## src/rtl/asir_cfg.svh

```systemverilog
// Offsets, field positions and reset values of the alarm status and identity register bank
`ifndef ASIR_CFG_SVH
`define ASIR_CFG_SVH

// ----------------------------------------------------------------------------
// Register offsets (7-bit serial address, even byte of each word)
// ----------------------------------------------------------------------------
`define ASIR_OFS_ALARM_STATUS_AXIS_Y 7'h42
`define ASIR_OFS_ALARM_STATUS_AXIS_Z 7'h44
`define ASIR_OFS_ALARM_PEAK_AXIS_X 7'h46
`define ASIR_OFS_ALARM_PEAK_AXIS_Y 7'h48
`define ASIR_OFS_ALARM_PEAK_AXIS_Z 7'h4A
`define ASIR_OFS_CAPTURE_TIME_LOW 7'h4C
`define ASIR_OFS_CAPTURE_TIME_HIGH 7'h4E
`define ASIR_OFS_BUILD_DAY_FW_VERSION 7'h52
`define ASIR_OFS_BUILD_YEAR_MONTH 7'h54
`define ASIR_OFS_PRODUCT_NUMBER 7'h56
`define ASIR_OFS_UNIT_LOT_SERIAL 7'h58
`define ASIR_OFS_OWNER_TAG_STORE 7'h5A

// ----------------------------------------------------------------------------
// Field positions
// ----------------------------------------------------------------------------
`define ASIR_STAT_FLAGS_MSB 15
`define ASIR_STAT_FLAGS_LSB 4
`define ASIR_STAT_UNUSED_BIT 3
`define ASIR_STAT_BAND_MSB 2
`define ASIR_STAT_BAND_LSB 0
`define ASIR_DIGIT_HI_MSB 15
`define ASIR_DIGIT_HI_LSB 12
`define ASIR_DIGIT_MH_MSB 11
`define ASIR_DIGIT_MH_LSB 8
`define ASIR_DIGIT_ML_MSB 7
`define ASIR_DIGIT_ML_LSB 4
`define ASIR_DIGIT_LO_MSB 3
`define ASIR_DIGIT_LO_LSB 0

// ----------------------------------------------------------------------------
// Serial frame layout
// ----------------------------------------------------------------------------
`define ASIR_FRAME_LAST_BIT 4'hF
`define ASIR_CMD_WRITE_BIT 15
`define ASIR_CMD_ADDR_MSB 14
`define ASIR_CMD_ADDR_LSB 8
`define ASIR_CMD_DATA_MSB 7
`define ASIR_CMD_DATA_LSB 0

// ----------------------------------------------------------------------------
// Reset values
// ----------------------------------------------------------------------------
`define ASIR_RST_WORD 16'h0000
`define ASIR_RST_BYTE 8'h00
`define ASIR_RST_COUNT 4'h0

`endif

```

## src/rtl/asir_pkg.sv

```systemverilog
// Types shared by the alarm status and identity register bank
package asir_pkg;

    typedef logic [15:0] asir_word_t;
    typedef logic [11:0] asir_flags_t;
    typedef logic [2:0] asir_band_t;
    typedef logic [6:0] asir_addr_t;

    typedef enum logic [1:0] {
        ASIR_IDLE = 2'b01,
        ASIR_FRAME = 2'b10
    } asir_spi_state_t;

endpackage

```

## src/rtl/asir_nv_word.sv

```systemverilog
// Owner tag word with restore from nonvolatile backing store after reset
`timescale 1ns/1ps
`default_nettype none
`include "asir_cfg.svh"

module asir_nv_word (
    input wire logic clk_i,
    input wire logic rst_n_i,
    input wire logic ce_i,
    input wire asir_pkg::asir_word_t restore_word_i,
    input wire logic wr_lo_i,
    input wire logic wr_hi_i,
    input wire logic [7:0] wr_byte_i,
    output asir_pkg::asir_word_t word_o,
    output logic save_o,
    output asir_pkg::asir_word_t save_data_o
);
    import asir_pkg::*;

    asir_word_t word_reg;
    asir_word_t word_next;
    logic restored_reg;
    logic save_reg;
    logic save_next;

    // ------------------------------------------------------------------------
    // Next value: restore once after reset, then byte writes
    // ------------------------------------------------------------------------
    assign word_next = !restored_reg ? restore_word_i :
                       {(wr_hi_i ? wr_byte_i : word_reg[15:8]),
                        (wr_lo_i ? wr_byte_i : word_reg[7:0])};
    assign save_next = restored_reg & (wr_lo_i | wr_hi_i);

    always_ff @(posedge clk_i or negedge rst_n_i) begin
        if (!rst_n_i) begin
            word_reg <= `ASIR_RST_WORD;
            restored_reg <= 1'b0;
            save_reg <= 1'b0;
        end else if (ce_i) begin
            word_reg <= word_next;
            restored_reg <= 1'b1;
            save_reg <= save_next;
        end
    end

    assign word_o = word_reg;
    assign save_o = save_reg & ce_i;
    assign save_data_o = word_reg;

endmodule
`default_nettype wire

```

## src/rtl/asir_top.sv

```systemverilog
// Alarm status, alarm peak, capture time and identity registers behind a 16-bit serial port
`timescale 1ns/1ps
`default_nettype none
`include "asir_cfg.svh"

// What this block does
// Each axis alarm status word holds two alarm flags per band for six bands in bits 15:4.
// Bits 2:0 of each axis alarm status word give the band, 1 to 6, of the worst alarm.
// The y and z axes each have their own alarm status word with the same layout.
// Three read-only words give the peak alarm bin magnitude for x, y and z.
// The latest capture time in seconds reads as a low word and a high word.
// The day and firmware word holds day tens, day ones, major and minor digits.
// The year and month word holds year tens, year ones, month tens and month ones.
// The product number word returns a fixed value.
// The lot serial word returns the unit's serial number.
// The owner tag word is read and write, saved to backing store and restored after reset.
// Bit 3 of each alarm status word reads zero and writes to read-only words are ignored.
module asir_top #(
    parameter logic [15:0] BUILD_DAY_FW_VERSION = 16'h0000,
    parameter logic [15:0] BUILD_YEAR_MONTH = 16'h0000,
    parameter logic [15:0] PRODUCT_NUMBER = 16'h0123, // Arbitrary value
    parameter logic [15:0] UNIT_LOT_SERIAL = 16'h0000
) (
    input wire logic CORE_CLK_I,
    input wire logic ARST_N_I,
    input wire logic CE_I,
    input wire logic SPI_CS_N_I,
    input wire logic SPI_SCLK_I,
    input wire logic SPI_MOSI_I,
    output logic SPI_MISO_O,
    input wire logic ALARM_UPDATE_I,
    input wire asir_pkg::asir_flags_t ALARM_Y_FLAGS_I,
    input wire asir_pkg::asir_band_t ALARM_Y_BAND_I,
    input wire asir_pkg::asir_flags_t ALARM_Z_FLAGS_I,
    input wire asir_pkg::asir_band_t ALARM_Z_BAND_I,
    input wire asir_pkg::asir_word_t PEAK_X_I,
    input wire asir_pkg::asir_word_t PEAK_Y_I,
    input wire asir_pkg::asir_word_t PEAK_Z_I,
    input wire logic CAPTURE_EVENT_I,
    input wire logic [31:0] CAPTURE_TIME_I,
    input wire asir_pkg::asir_word_t NV_RESTORE_I,
    output logic NV_SAVE_O,
    output asir_pkg::asir_word_t NV_SAVE_DATA_O
);
    import asir_pkg::*;

    // ------------------------------------------------------------------------
    // Reset release through two flip-flops
    // ------------------------------------------------------------------------
    logic rst_meta_reg;
    logic rst_n;

    always_ff @(posedge CORE_CLK_I or negedge ARST_N_I) begin
        if (!ARST_N_I) begin
            rst_meta_reg <= 1'b0;
            rst_n <= 1'b0;
        end else begin
            rst_meta_reg <= 1'b1;
            rst_n <= rst_meta_reg;
        end
    end

    // ------------------------------------------------------------------------
    // Alarm status and peak words, loaded by the evaluation strobe
    // ------------------------------------------------------------------------
    asir_flags_t flags_y_reg;
    asir_flags_t flags_z_reg;
    asir_band_t band_y_reg;
    asir_band_t band_z_reg;
    asir_word_t peak_x_reg;
    asir_word_t peak_y_reg;
    asir_word_t peak_z_reg;
    logic [31:0] cap_time_reg;

    always_ff @(posedge CORE_CLK_I or negedge rst_n) begin
        if (!rst_n) begin
            flags_y_reg <= '0;
            flags_z_reg <= '0;
            band_y_reg <= '0;
            band_z_reg <= '0;
            peak_x_reg <= `ASIR_RST_WORD;
            peak_y_reg <= `ASIR_RST_WORD;
            peak_z_reg <= `ASIR_RST_WORD;
        end else if (CE_I && ALARM_UPDATE_I) begin
            flags_y_reg <= ALARM_Y_FLAGS_I;
            flags_z_reg <= ALARM_Z_FLAGS_I;
            band_y_reg <= ALARM_Y_BAND_I;
            band_z_reg <= ALARM_Z_BAND_I;
            peak_x_reg <= PEAK_X_I;
            peak_y_reg <= PEAK_Y_I;
            peak_z_reg <= PEAK_Z_I;
        end
    end

    always_ff @(posedge CORE_CLK_I or negedge rst_n) begin
        if (!rst_n) begin
            cap_time_reg <= '0;
        end else if (CE_I && CAPTURE_EVENT_I) begin
            cap_time_reg <= CAPTURE_TIME_I;
        end
    end

    // ------------------------------------------------------------------------
    // Assembled register words
    // ------------------------------------------------------------------------
    asir_word_t stat_y_word;
    asir_word_t stat_z_word;
    asir_word_t day_word;
    asir_word_t year_word;
    asir_word_t owner_word;

    assign stat_y_word = {flags_y_reg, 1'b0, band_y_reg};
    assign stat_z_word = {flags_z_reg, 1'b0, band_z_reg};
    assign day_word = {BUILD_DAY_FW_VERSION[`ASIR_DIGIT_HI_MSB:`ASIR_DIGIT_HI_LSB],
                       BUILD_DAY_FW_VERSION[`ASIR_DIGIT_MH_MSB:`ASIR_DIGIT_MH_LSB],
                       BUILD_DAY_FW_VERSION[`ASIR_DIGIT_ML_MSB:`ASIR_DIGIT_ML_LSB],
                       BUILD_DAY_FW_VERSION[`ASIR_DIGIT_LO_MSB:`ASIR_DIGIT_LO_LSB]};
    assign year_word = {BUILD_YEAR_MONTH[`ASIR_DIGIT_HI_MSB:`ASIR_DIGIT_HI_LSB],
                        BUILD_YEAR_MONTH[`ASIR_DIGIT_MH_MSB:`ASIR_DIGIT_MH_LSB],
                        BUILD_YEAR_MONTH[`ASIR_DIGIT_ML_MSB:`ASIR_DIGIT_ML_LSB],
                        BUILD_YEAR_MONTH[`ASIR_DIGIT_LO_MSB:`ASIR_DIGIT_LO_LSB]};

    // ------------------------------------------------------------------------
    // Serial port: edge detection on synchronous pin samples
    // ------------------------------------------------------------------------
    asir_spi_state_t state_reg;
    asir_spi_state_t state_next;
    logic sclk_prev_reg;
    logic cs_n_prev_reg;
    logic [3:0] bit_cnt_reg;
    logic [14:0] rx_reg;
    asir_word_t tx_reg;
    asir_word_t resp_reg;
    logic sclk_rise;
    logic sclk_fall;
    logic cs_start;
    logic frame_done;
    asir_word_t frame_word;
    asir_addr_t cmd_addr;
    asir_addr_t word_addr;
    logic cmd_write;
    logic [7:0] cmd_byte;
    logic wr_owner_lo;
    logic wr_owner_hi;
    asir_word_t read_word;

    assign sclk_rise = (state_reg == ASIR_FRAME) & ~SPI_CS_N_I & SPI_SCLK_I & ~sclk_prev_reg;
    assign sclk_fall = (state_reg == ASIR_FRAME) & ~SPI_CS_N_I & ~SPI_SCLK_I & sclk_prev_reg;
    assign cs_start = cs_n_prev_reg & ~SPI_CS_N_I;
    assign frame_done = sclk_rise & (bit_cnt_reg == `ASIR_FRAME_LAST_BIT);
    assign frame_word = {rx_reg, SPI_MOSI_I};

    // ------------------------------------------------------------------------
    // Command decode
    // ------------------------------------------------------------------------
    assign cmd_write = frame_word[`ASIR_CMD_WRITE_BIT];
    assign cmd_addr = frame_word[`ASIR_CMD_ADDR_MSB:`ASIR_CMD_ADDR_LSB];
    assign cmd_byte = frame_word[`ASIR_CMD_DATA_MSB:`ASIR_CMD_DATA_LSB];
    assign word_addr = {cmd_addr[6:1], 1'b0};
    // Only the owner tag accepts writes; all other addresses drop them
    assign wr_owner_lo = CE_I & frame_done & cmd_write &
                         (cmd_addr == `ASIR_OFS_OWNER_TAG_STORE);
    assign wr_owner_hi = CE_I & frame_done & cmd_write &
                         (cmd_addr == (`ASIR_OFS_OWNER_TAG_STORE | 7'h01));

    // ------------------------------------------------------------------------
    // Read selection; unmapped words read zero
    // ------------------------------------------------------------------------
    always_comb begin
        case (word_addr)
            `ASIR_OFS_ALARM_STATUS_AXIS_Y: read_word = stat_y_word;
            `ASIR_OFS_ALARM_STATUS_AXIS_Z: read_word = stat_z_word;
            `ASIR_OFS_ALARM_PEAK_AXIS_X: read_word = peak_x_reg;
            `ASIR_OFS_ALARM_PEAK_AXIS_Y: read_word = peak_y_reg;
            `ASIR_OFS_ALARM_PEAK_AXIS_Z: read_word = peak_z_reg;
            `ASIR_OFS_CAPTURE_TIME_LOW: read_word = cap_time_reg[15:0];
            `ASIR_OFS_CAPTURE_TIME_HIGH: read_word = cap_time_reg[31:16];
            `ASIR_OFS_BUILD_DAY_FW_VERSION: read_word = day_word;
            `ASIR_OFS_BUILD_YEAR_MONTH: read_word = year_word;
            `ASIR_OFS_PRODUCT_NUMBER: read_word = PRODUCT_NUMBER;
            `ASIR_OFS_UNIT_LOT_SERIAL: read_word = UNIT_LOT_SERIAL;
            `ASIR_OFS_OWNER_TAG_STORE: read_word = owner_word;
            default: read_word = `ASIR_RST_WORD;
        endcase
    end

    // ------------------------------------------------------------------------
    // Frame state machine
    // ------------------------------------------------------------------------
    always_comb begin
        case (state_reg)
            ASIR_IDLE: state_next = cs_start ? ASIR_FRAME : ASIR_IDLE;
            ASIR_FRAME: state_next = SPI_CS_N_I ? ASIR_IDLE : ASIR_FRAME;
            default: state_next = ASIR_IDLE;
        endcase
    end

    always_ff @(posedge CORE_CLK_I or negedge rst_n) begin
        if (!rst_n) begin
            state_reg <= ASIR_IDLE;
            sclk_prev_reg <= 1'b1;
            cs_n_prev_reg <= 1'b1;
        end else if (CE_I) begin
            state_reg <= state_next;
            sclk_prev_reg <= SPI_SCLK_I;
            cs_n_prev_reg <= SPI_CS_N_I;
        end
    end

    // ------------------------------------------------------------------------
    // Receive shift and bit count
    // ------------------------------------------------------------------------
    always_ff @(posedge CORE_CLK_I or negedge rst_n) begin
        if (!rst_n) begin
            bit_cnt_reg <= `ASIR_RST_COUNT;
            rx_reg <= '0;
        end else if (CE_I) begin
            if (cs_start) begin
                bit_cnt_reg <= `ASIR_RST_COUNT;
            end else if (sclk_rise) begin
                bit_cnt_reg <= bit_cnt_reg + 4'h1;
                rx_reg <= frame_word[14:0];
            end
        end
    end

    // ------------------------------------------------------------------------
    // Response word: a read command is answered in the following frame
    // ------------------------------------------------------------------------
    always_ff @(posedge CORE_CLK_I or negedge rst_n) begin
        if (!rst_n) begin
            resp_reg <= `ASIR_RST_WORD;
        end else if (CE_I && frame_done) begin
            resp_reg <= cmd_write ? `ASIR_RST_WORD : read_word;
        end
    end

    // Transmit shifts on falling clock once the first bit has been sampled
    always_ff @(posedge CORE_CLK_I or negedge rst_n) begin
        if (!rst_n) begin
            tx_reg <= `ASIR_RST_WORD;
        end else if (CE_I) begin
            if (cs_start) begin
                tx_reg <= resp_reg;
            end else if (sclk_fall && bit_cnt_reg != `ASIR_RST_COUNT) begin
                tx_reg <= {tx_reg[14:0], 1'b0};
            end
        end
    end

    assign SPI_MISO_O = tx_reg[15];

    // ------------------------------------------------------------------------
    // Owner tag with nonvolatile backing
    // ------------------------------------------------------------------------
    asir_nv_word u_owner_tag (
        .clk_i(CORE_CLK_I),
        .rst_n_i(rst_n),
        .ce_i(CE_I),
        .restore_word_i(NV_RESTORE_I),
        .wr_lo_i(wr_owner_lo),
        .wr_hi_i(wr_owner_hi),
        .wr_byte_i(cmd_byte),
        .word_o(owner_word),
        .save_o(NV_SAVE_O),
        .save_data_o(NV_SAVE_DATA_O)
    );

endmodule
`default_nettype wire

```

## config.mk

```make
export PLATFORM = sky130hd
export DESIGN_NAME = asir_top
export DESIGN_NICKNAME = d
export VERILOG_FILES = /design/src/rtl/asir_pkg.sv /design/src/rtl/asir_nv_word.sv /design/src/rtl/asir_top.sv
export VERILOG_INCLUDE_DIRS = /design/src /design/src/rtl
export SDC_FILE = /design/constraint.sdc
export NUM_CORES = 1
export LEC_CHECK = 0
export ABC_AREA = 1
export BUFFER_PORTS_ARGS = -buffer_cell sky130_fd_sc_hd__buf_2
export CORE_UTILIZATION = 53
export CTS_BUF_LIST = sky130_fd_sc_hd__clkbuf_8
export DETAILED_ROUTE_END_ITERATION = 12
export GPL_TIMING_DRIVEN = 0
export PLACE_DENSITY = 0.9
export SYNTH_ARGS = -nofsm -noshare
export SYNTH_HDL_FRONTEND = slang
export SYNTH_HIERARCHICAL = 1
export SYNTH_SLANG_ARGS = --single-unit
```

## constraint.sdc

```tcl
create_clock -name CORE_CLK_I -period 5.6 [get_ports CORE_CLK_I]
set_clock_uncertainty 0.2 [all_clocks]
set_input_delay 1.12 -clock CORE_CLK_I [delete_from_list [all_inputs] [get_ports CORE_CLK_I]]
set_output_delay 1.12 -clock CORE_CLK_I [all_outputs]
set_load 0.005 [all_outputs]
```

* After elaboration in Yosys (flattened, before gate mapping) *
Index checks and enable logic that the tools add are counted.

storage, ports and cells
  flip-flop bits (word level) = 185
  logic and storage cells = 80
  output and inout port bits = 18
  bits of input ports = 134

operators by class
  reduce and logical (&&, ||, !) cells = 12
  add/sub/neg operators = 1
  equal/unequal tests = 16
  multiplexer cells = 12
  bitwise gates (word level) = 18

operators by type and width
  operator                                                         count
  16-bit one-hot mux with 9 select lines                           1
  16-bit 2-to-1 mux                                                4
  6-bit == test, second input constant                             9
  8-bit 2-to-1 mux                                                 2
  7-bit == test, second input constant                             2
  1-bit bitwise AND                                                13
  4-bit 2-to-1 mux                                                 2
  2-bit AND reduction                                              4
  4-bit by 1-bit adder with 4-bit output, second input constant    1
  4-bit == test, second input constant                             1
  1-bit logical AND                                                4
  2-bit 2-to-1 mux                                                 2
  2-bit by 1-bit != test with 1-bit output, second input constant  2
  1-bit inverter                                                   4
  2-bit one-hot mux with 2 select lines                            1
  2-bit nonzero test                                               2
  4-bit nonzero test                                               1
  3-bit AND reduction                                              1
  2-bit by 1-bit == test with 1-bit output, second input constant  1
  2-bit == test, second input constant                             1
  1-bit OR                                                         1

* Depth between registers and ports, before layout *
  depth after elaboration = 10
  depth in mapped cells = 11
  depth with buffers taken out = 11

* By module *
Netlist, hierarchy kept.

by module, submodules not included
  module        area an instance (um^2)  seq. area each (um^2)  times used  cells an instance
  asir_top      7800.0                   4182.8                 1           821
  asir_nv_word  1012.2                   450.4                  1           141

* Worst setup path after synthesis *
OpenSTA, ideal clock, no wires.

  path type = input to register
  from = in CE_I
  to = reg u_owner_tag.word_reg[10] (netlist: u_owner_tag/save_data_o[10])
  library setup time = 65 ps
  stages on the path = 9
  required time = 5335 ps
  arrival = 2364 ps
  buffers on the path = 1
  path slack = 2972 ps
  path through = buf_4 nand2_1 nor3_4 nand3_1 nor3_1 inv_1 a21oi_2 nand2_1 nand2_1

between the ends
  word-level cells in the longest chain between the ends = 5

ends and longest elaborated chain
  item                                                line                RTL
  start, declared                                     asir_top.sv:26      input wire logic CE_I,
  1-bit bitwise AND (3 in series)                     asir_top.sv:163     assign wr_owner_hi = CE_I & frame_done & cmd_write &
  via wr_owner_hi                                     asir_top.sv:144     logic wr_owner_hi;
  2-bit by 1-bit != test with 1-bit output (no line)  -
  2-bit AND reduction (no line)                       -
  end signal, assigned                                asir_nv_word.sv:36  word_reg <= `ASIR_RST_WORD;
  end signal, assigned                                asir_nv_word.sv:40  word_reg <= word_next;
  end, declared                                       asir_nv_word.sv:20  asir_word_t word_reg;

The timed path passes the listed nets, and every way through them passes these cells.
A chain may end at the register's enable or synchronous reset.

* Worst setup path after layout *
  from = in CE_I
  to = reg u_owner_tag.word_reg[0] (netlist: u_owner_tag/save_data_o[0])

between the ends
  word-level cells in the longest chain between the ends = 5

ends and longest elaborated chain
  item                                                line             RTL
  1-bit bitwise AND (3 in series)                     asir_top.sv:161  assign wr_owner_lo = CE_I & frame_done & cmd_write &
  via wr_owner_lo                                     asir_top.sv:143  logic wr_owner_lo;
  2-bit by 1-bit != test with 1-bit output (no line)  -
  2-bit AND reduction (no line)                       -

The timed path passes the listed nets, and every way through them passes these cells.

==> results.sh <==
export IMPL_die_y_um=131
export IMPL_io_buffer_count=151
export IMPL_slew_headroom_pct=47.3
export IMPL_min_period_over_period_pct=50.3
export IMPL_row_count=46
export IMPL_powerDensity_nw_per_um2=284
export IMPL_synthArstFlopShare_pct=100
export IMPL_coreArea_sq_um=16100
export IMPL_synth_area_sq_um=8810
export IMPL_yosys_most_used_dff="dfrtp_1"
export IMPL_syn_num_nets=1100
export IMPL_syn_to_final_growth_pct=17.2
export IMPL_synthCells=962
export IMPL_ios=152
export IMPL_critPathCaptureType="register"
export IMPL_hold_path_class="register to register"
export IMPL_drv_slew=0
export IMPL_fmax_ghz=0.355
export IMPL_report_final_hold_viol_count=0
export IMPL_clk_latency_ns=0.48
export IMPL_postRouteAntennaNets=0
export IMPL_die_x_um=131
export IMPL_diodes=0
export IMPL_leakagePower_nw=5.28
export IMPL_gp_congestion=0.907
export IMPL_seq_area_frac_synth_pct=52.6
export IMPL_path_class="primary input to register"
export IMPL_grt_pass1_vias=7486
export IMPL_worstPathRequired_ns=5.81
export IMPL_avgSynthCellArea_sq_um=9.16
export IMPL_initial_utilization_pct=54.9
export IMPL_cts_setup_buffers=0
export IMPL_status="complete, no violations"
export IMPL_grt_pass1_wl_um=37600
export IMPL_critPathArrivalTime_ns=3.03
export IMPL_final_cell_mix="283 x nand2_1, 181 x dfrtp_1, 165 x buf_2"
export IMPL_htreeDepth=4
export IMPL_yosysWarningCount=6
export IMPL_final_common_cell="nand2_1"
export IMPL_ir_worst_vdd_uv=186
export IMPL_dr_total_vias=7499
export IMPL_dieArea_sq_um=17100
export IMPL_cts_resized_gates=0
export IMPL_numCtsBuffers=17
export IMPL_setup_viol=0
export IMPL_largest_reg_flops=32
export IMPL_synth_edf_count=0
export IMPL_synth_seq_cells=185
export IMPL_path_clk_slew_ns=0.08
export IMPL_start_kind="primary input"
export IMPL_rr_worst_depth=9
export IMPL_layout_nets=1272
export IMPL_grt_overflow=0
export IMPL_via_per_inst=5.51
export IMPL_route_detailed_drc=0
export IMPL_n_fill_cell=1218
export IMPL_cts_sinks=185
export IMPL_rsz0062_at_grt="false"
export IMPL_cts_hold_buf=0
export IMPL_drtIter0Drc=692
export IMPL_cts_path_max_buffers=2
export IMPL_totalWireLength_um=23700
export IMPL_dp_hpwl_um=17700
export IMPL_drive_gt1_share_pct=31.1
export IMPL_antenna_found_initial=0
export IMPL_hold_depth=0
export IMPL_wl_per_cell_um=17.4
export IMPL_setup_tns_ns=0
export IMPL_grt_total_usage_pct=29.7
export IMPL_maxCapViolations=0
export IMPL_cts_root_buf="clkbuf_8"
export IMPL_finalCriticalPeriod_ns=2.82
export IMPL_tritoncts="yes"
export IMPL_firstDrtPassIters=9
export IMPL_worstMarginPinSlew_ns=0.791
export IMPL_synth_distinct_cells=32
export IMPL_critPathMaxFanout=9
export IMPL_utilization_pct=64.3
export IMPL_grt_max_degree=74
[layout make-up]
cell class,count,area (sq um),share of cell area (%)
Sequential cell,185,4640,44.9
Multi-Input combinational cell,664,3650,35.4
Timing Repair Buffer,153,811,7.85
Buffer,55,307,2.97
Tap cell,216,270,2.62
Clock buffer,19,262,2.53
Inverter,58,218,2.11
Clock inverter,11,173,1.67
[per-stage QoR]
step	instance area [sq um]	hold slack, ns	std cells	setup slack, ns	power, mW
floorplan	8810	0.131	962	2.35	1.82
global placement	9840	0.136	1329	1.37	1.94
detailed placement	9900	0.142	1331	2.33	1.97
CTS	10300	0.162	1361	2.79	2.94
global route	10300	0.175	1361	2.66	3.04
finish	10300	0.156	1361	2.78	2.93
[synth_stat cells (3+ instances only)]
cell type / count / area (sq um)
nor2_2: 5 / 31.3
ha_1: 4 / 50.1
nor2_1: 67 / 251
buf_2: 14 / 70.1
mux2_2: 103 / 1160
inv_2: 3 / 11.3
nand2_1: 283 / 1060
buf_1: 5 / 18.8
o21ai_0: 50 / 250
nand3_1: 98 / 490
dfrtp_1: 182 / 4550
buf_4: 18 / 135
nand2_2: 18 / 113
inv_1: 55 / 206
clkbuf_1: 16 / 60.1
dfstp_2: 3 / 78.8
a21oi_1: 17 / 85.1
[metal layers]
layer | track usage [%] | part of all wire, %
met1 | 37.0 | 40
met2 | 47.7 | 48
met3 | 5.82 | 6.9
met4 | 19.0 | 5.4
met5 | 0 | 0
[cells by family after synthesis]
kind of cell,share of synthesized area [%]
other,0.0426
adder cells (fa/ha/maj),0.568
AO/OA/AOI/OAI,4.63
AND/OR/NAND/NOR,22.9
buffers and inverters,5.95
flip-flops,52.6
XOR/XNOR,0.199
multiplexers,13.2
[power by group]
part           leakage (nW)  internal, mW  switching, mW
combinational          2.82         0.177          0.183
clock                 0.212         0.506          0.471
sequential             2.25          1.50         0.0971
[worst max-delay path, cell delays in order]
cell	delay (ns)
buf_2	0.16
buf_4	0.21
nand2_1	0.12
nor3_4	0.30
nand3_1	0.15
nor3_1	0.26
inv_1	0.12
a21oi_2	0.36
nand2_1	0.14
nand2_1	0.08
[path summary, 6_finish.rpt]
kind                                        start  slack, ns                                      end
max reg2reg                 rx_reg[9]$_DFFE_PN0P_       3.19   u_owner_tag/save_data_o[0]$_DFFE_PN0P_
min reg2reg                rst_meta_reg$_DFF_PN0_       0.16                          rst_n$_DFF_PN0_
min                        rst_meta_reg$_DFF_PN0_       0.16                          rst_n$_DFF_PN0_
max in group asynchronous         rst_n$_DFF_PN0_       3.88                 resp_reg[13]$_DFFE_PN0P_
min in group asynchronous         rst_n$_DFF_PN0_       0.18  u_owner_tag/save_data_o[12]$_DFFE_PN0P_
max                                          CE_I       2.78   u_owner_tag/save_data_o[0]$_DFFE_PN0P_
(Power assumes the default switching activity.)
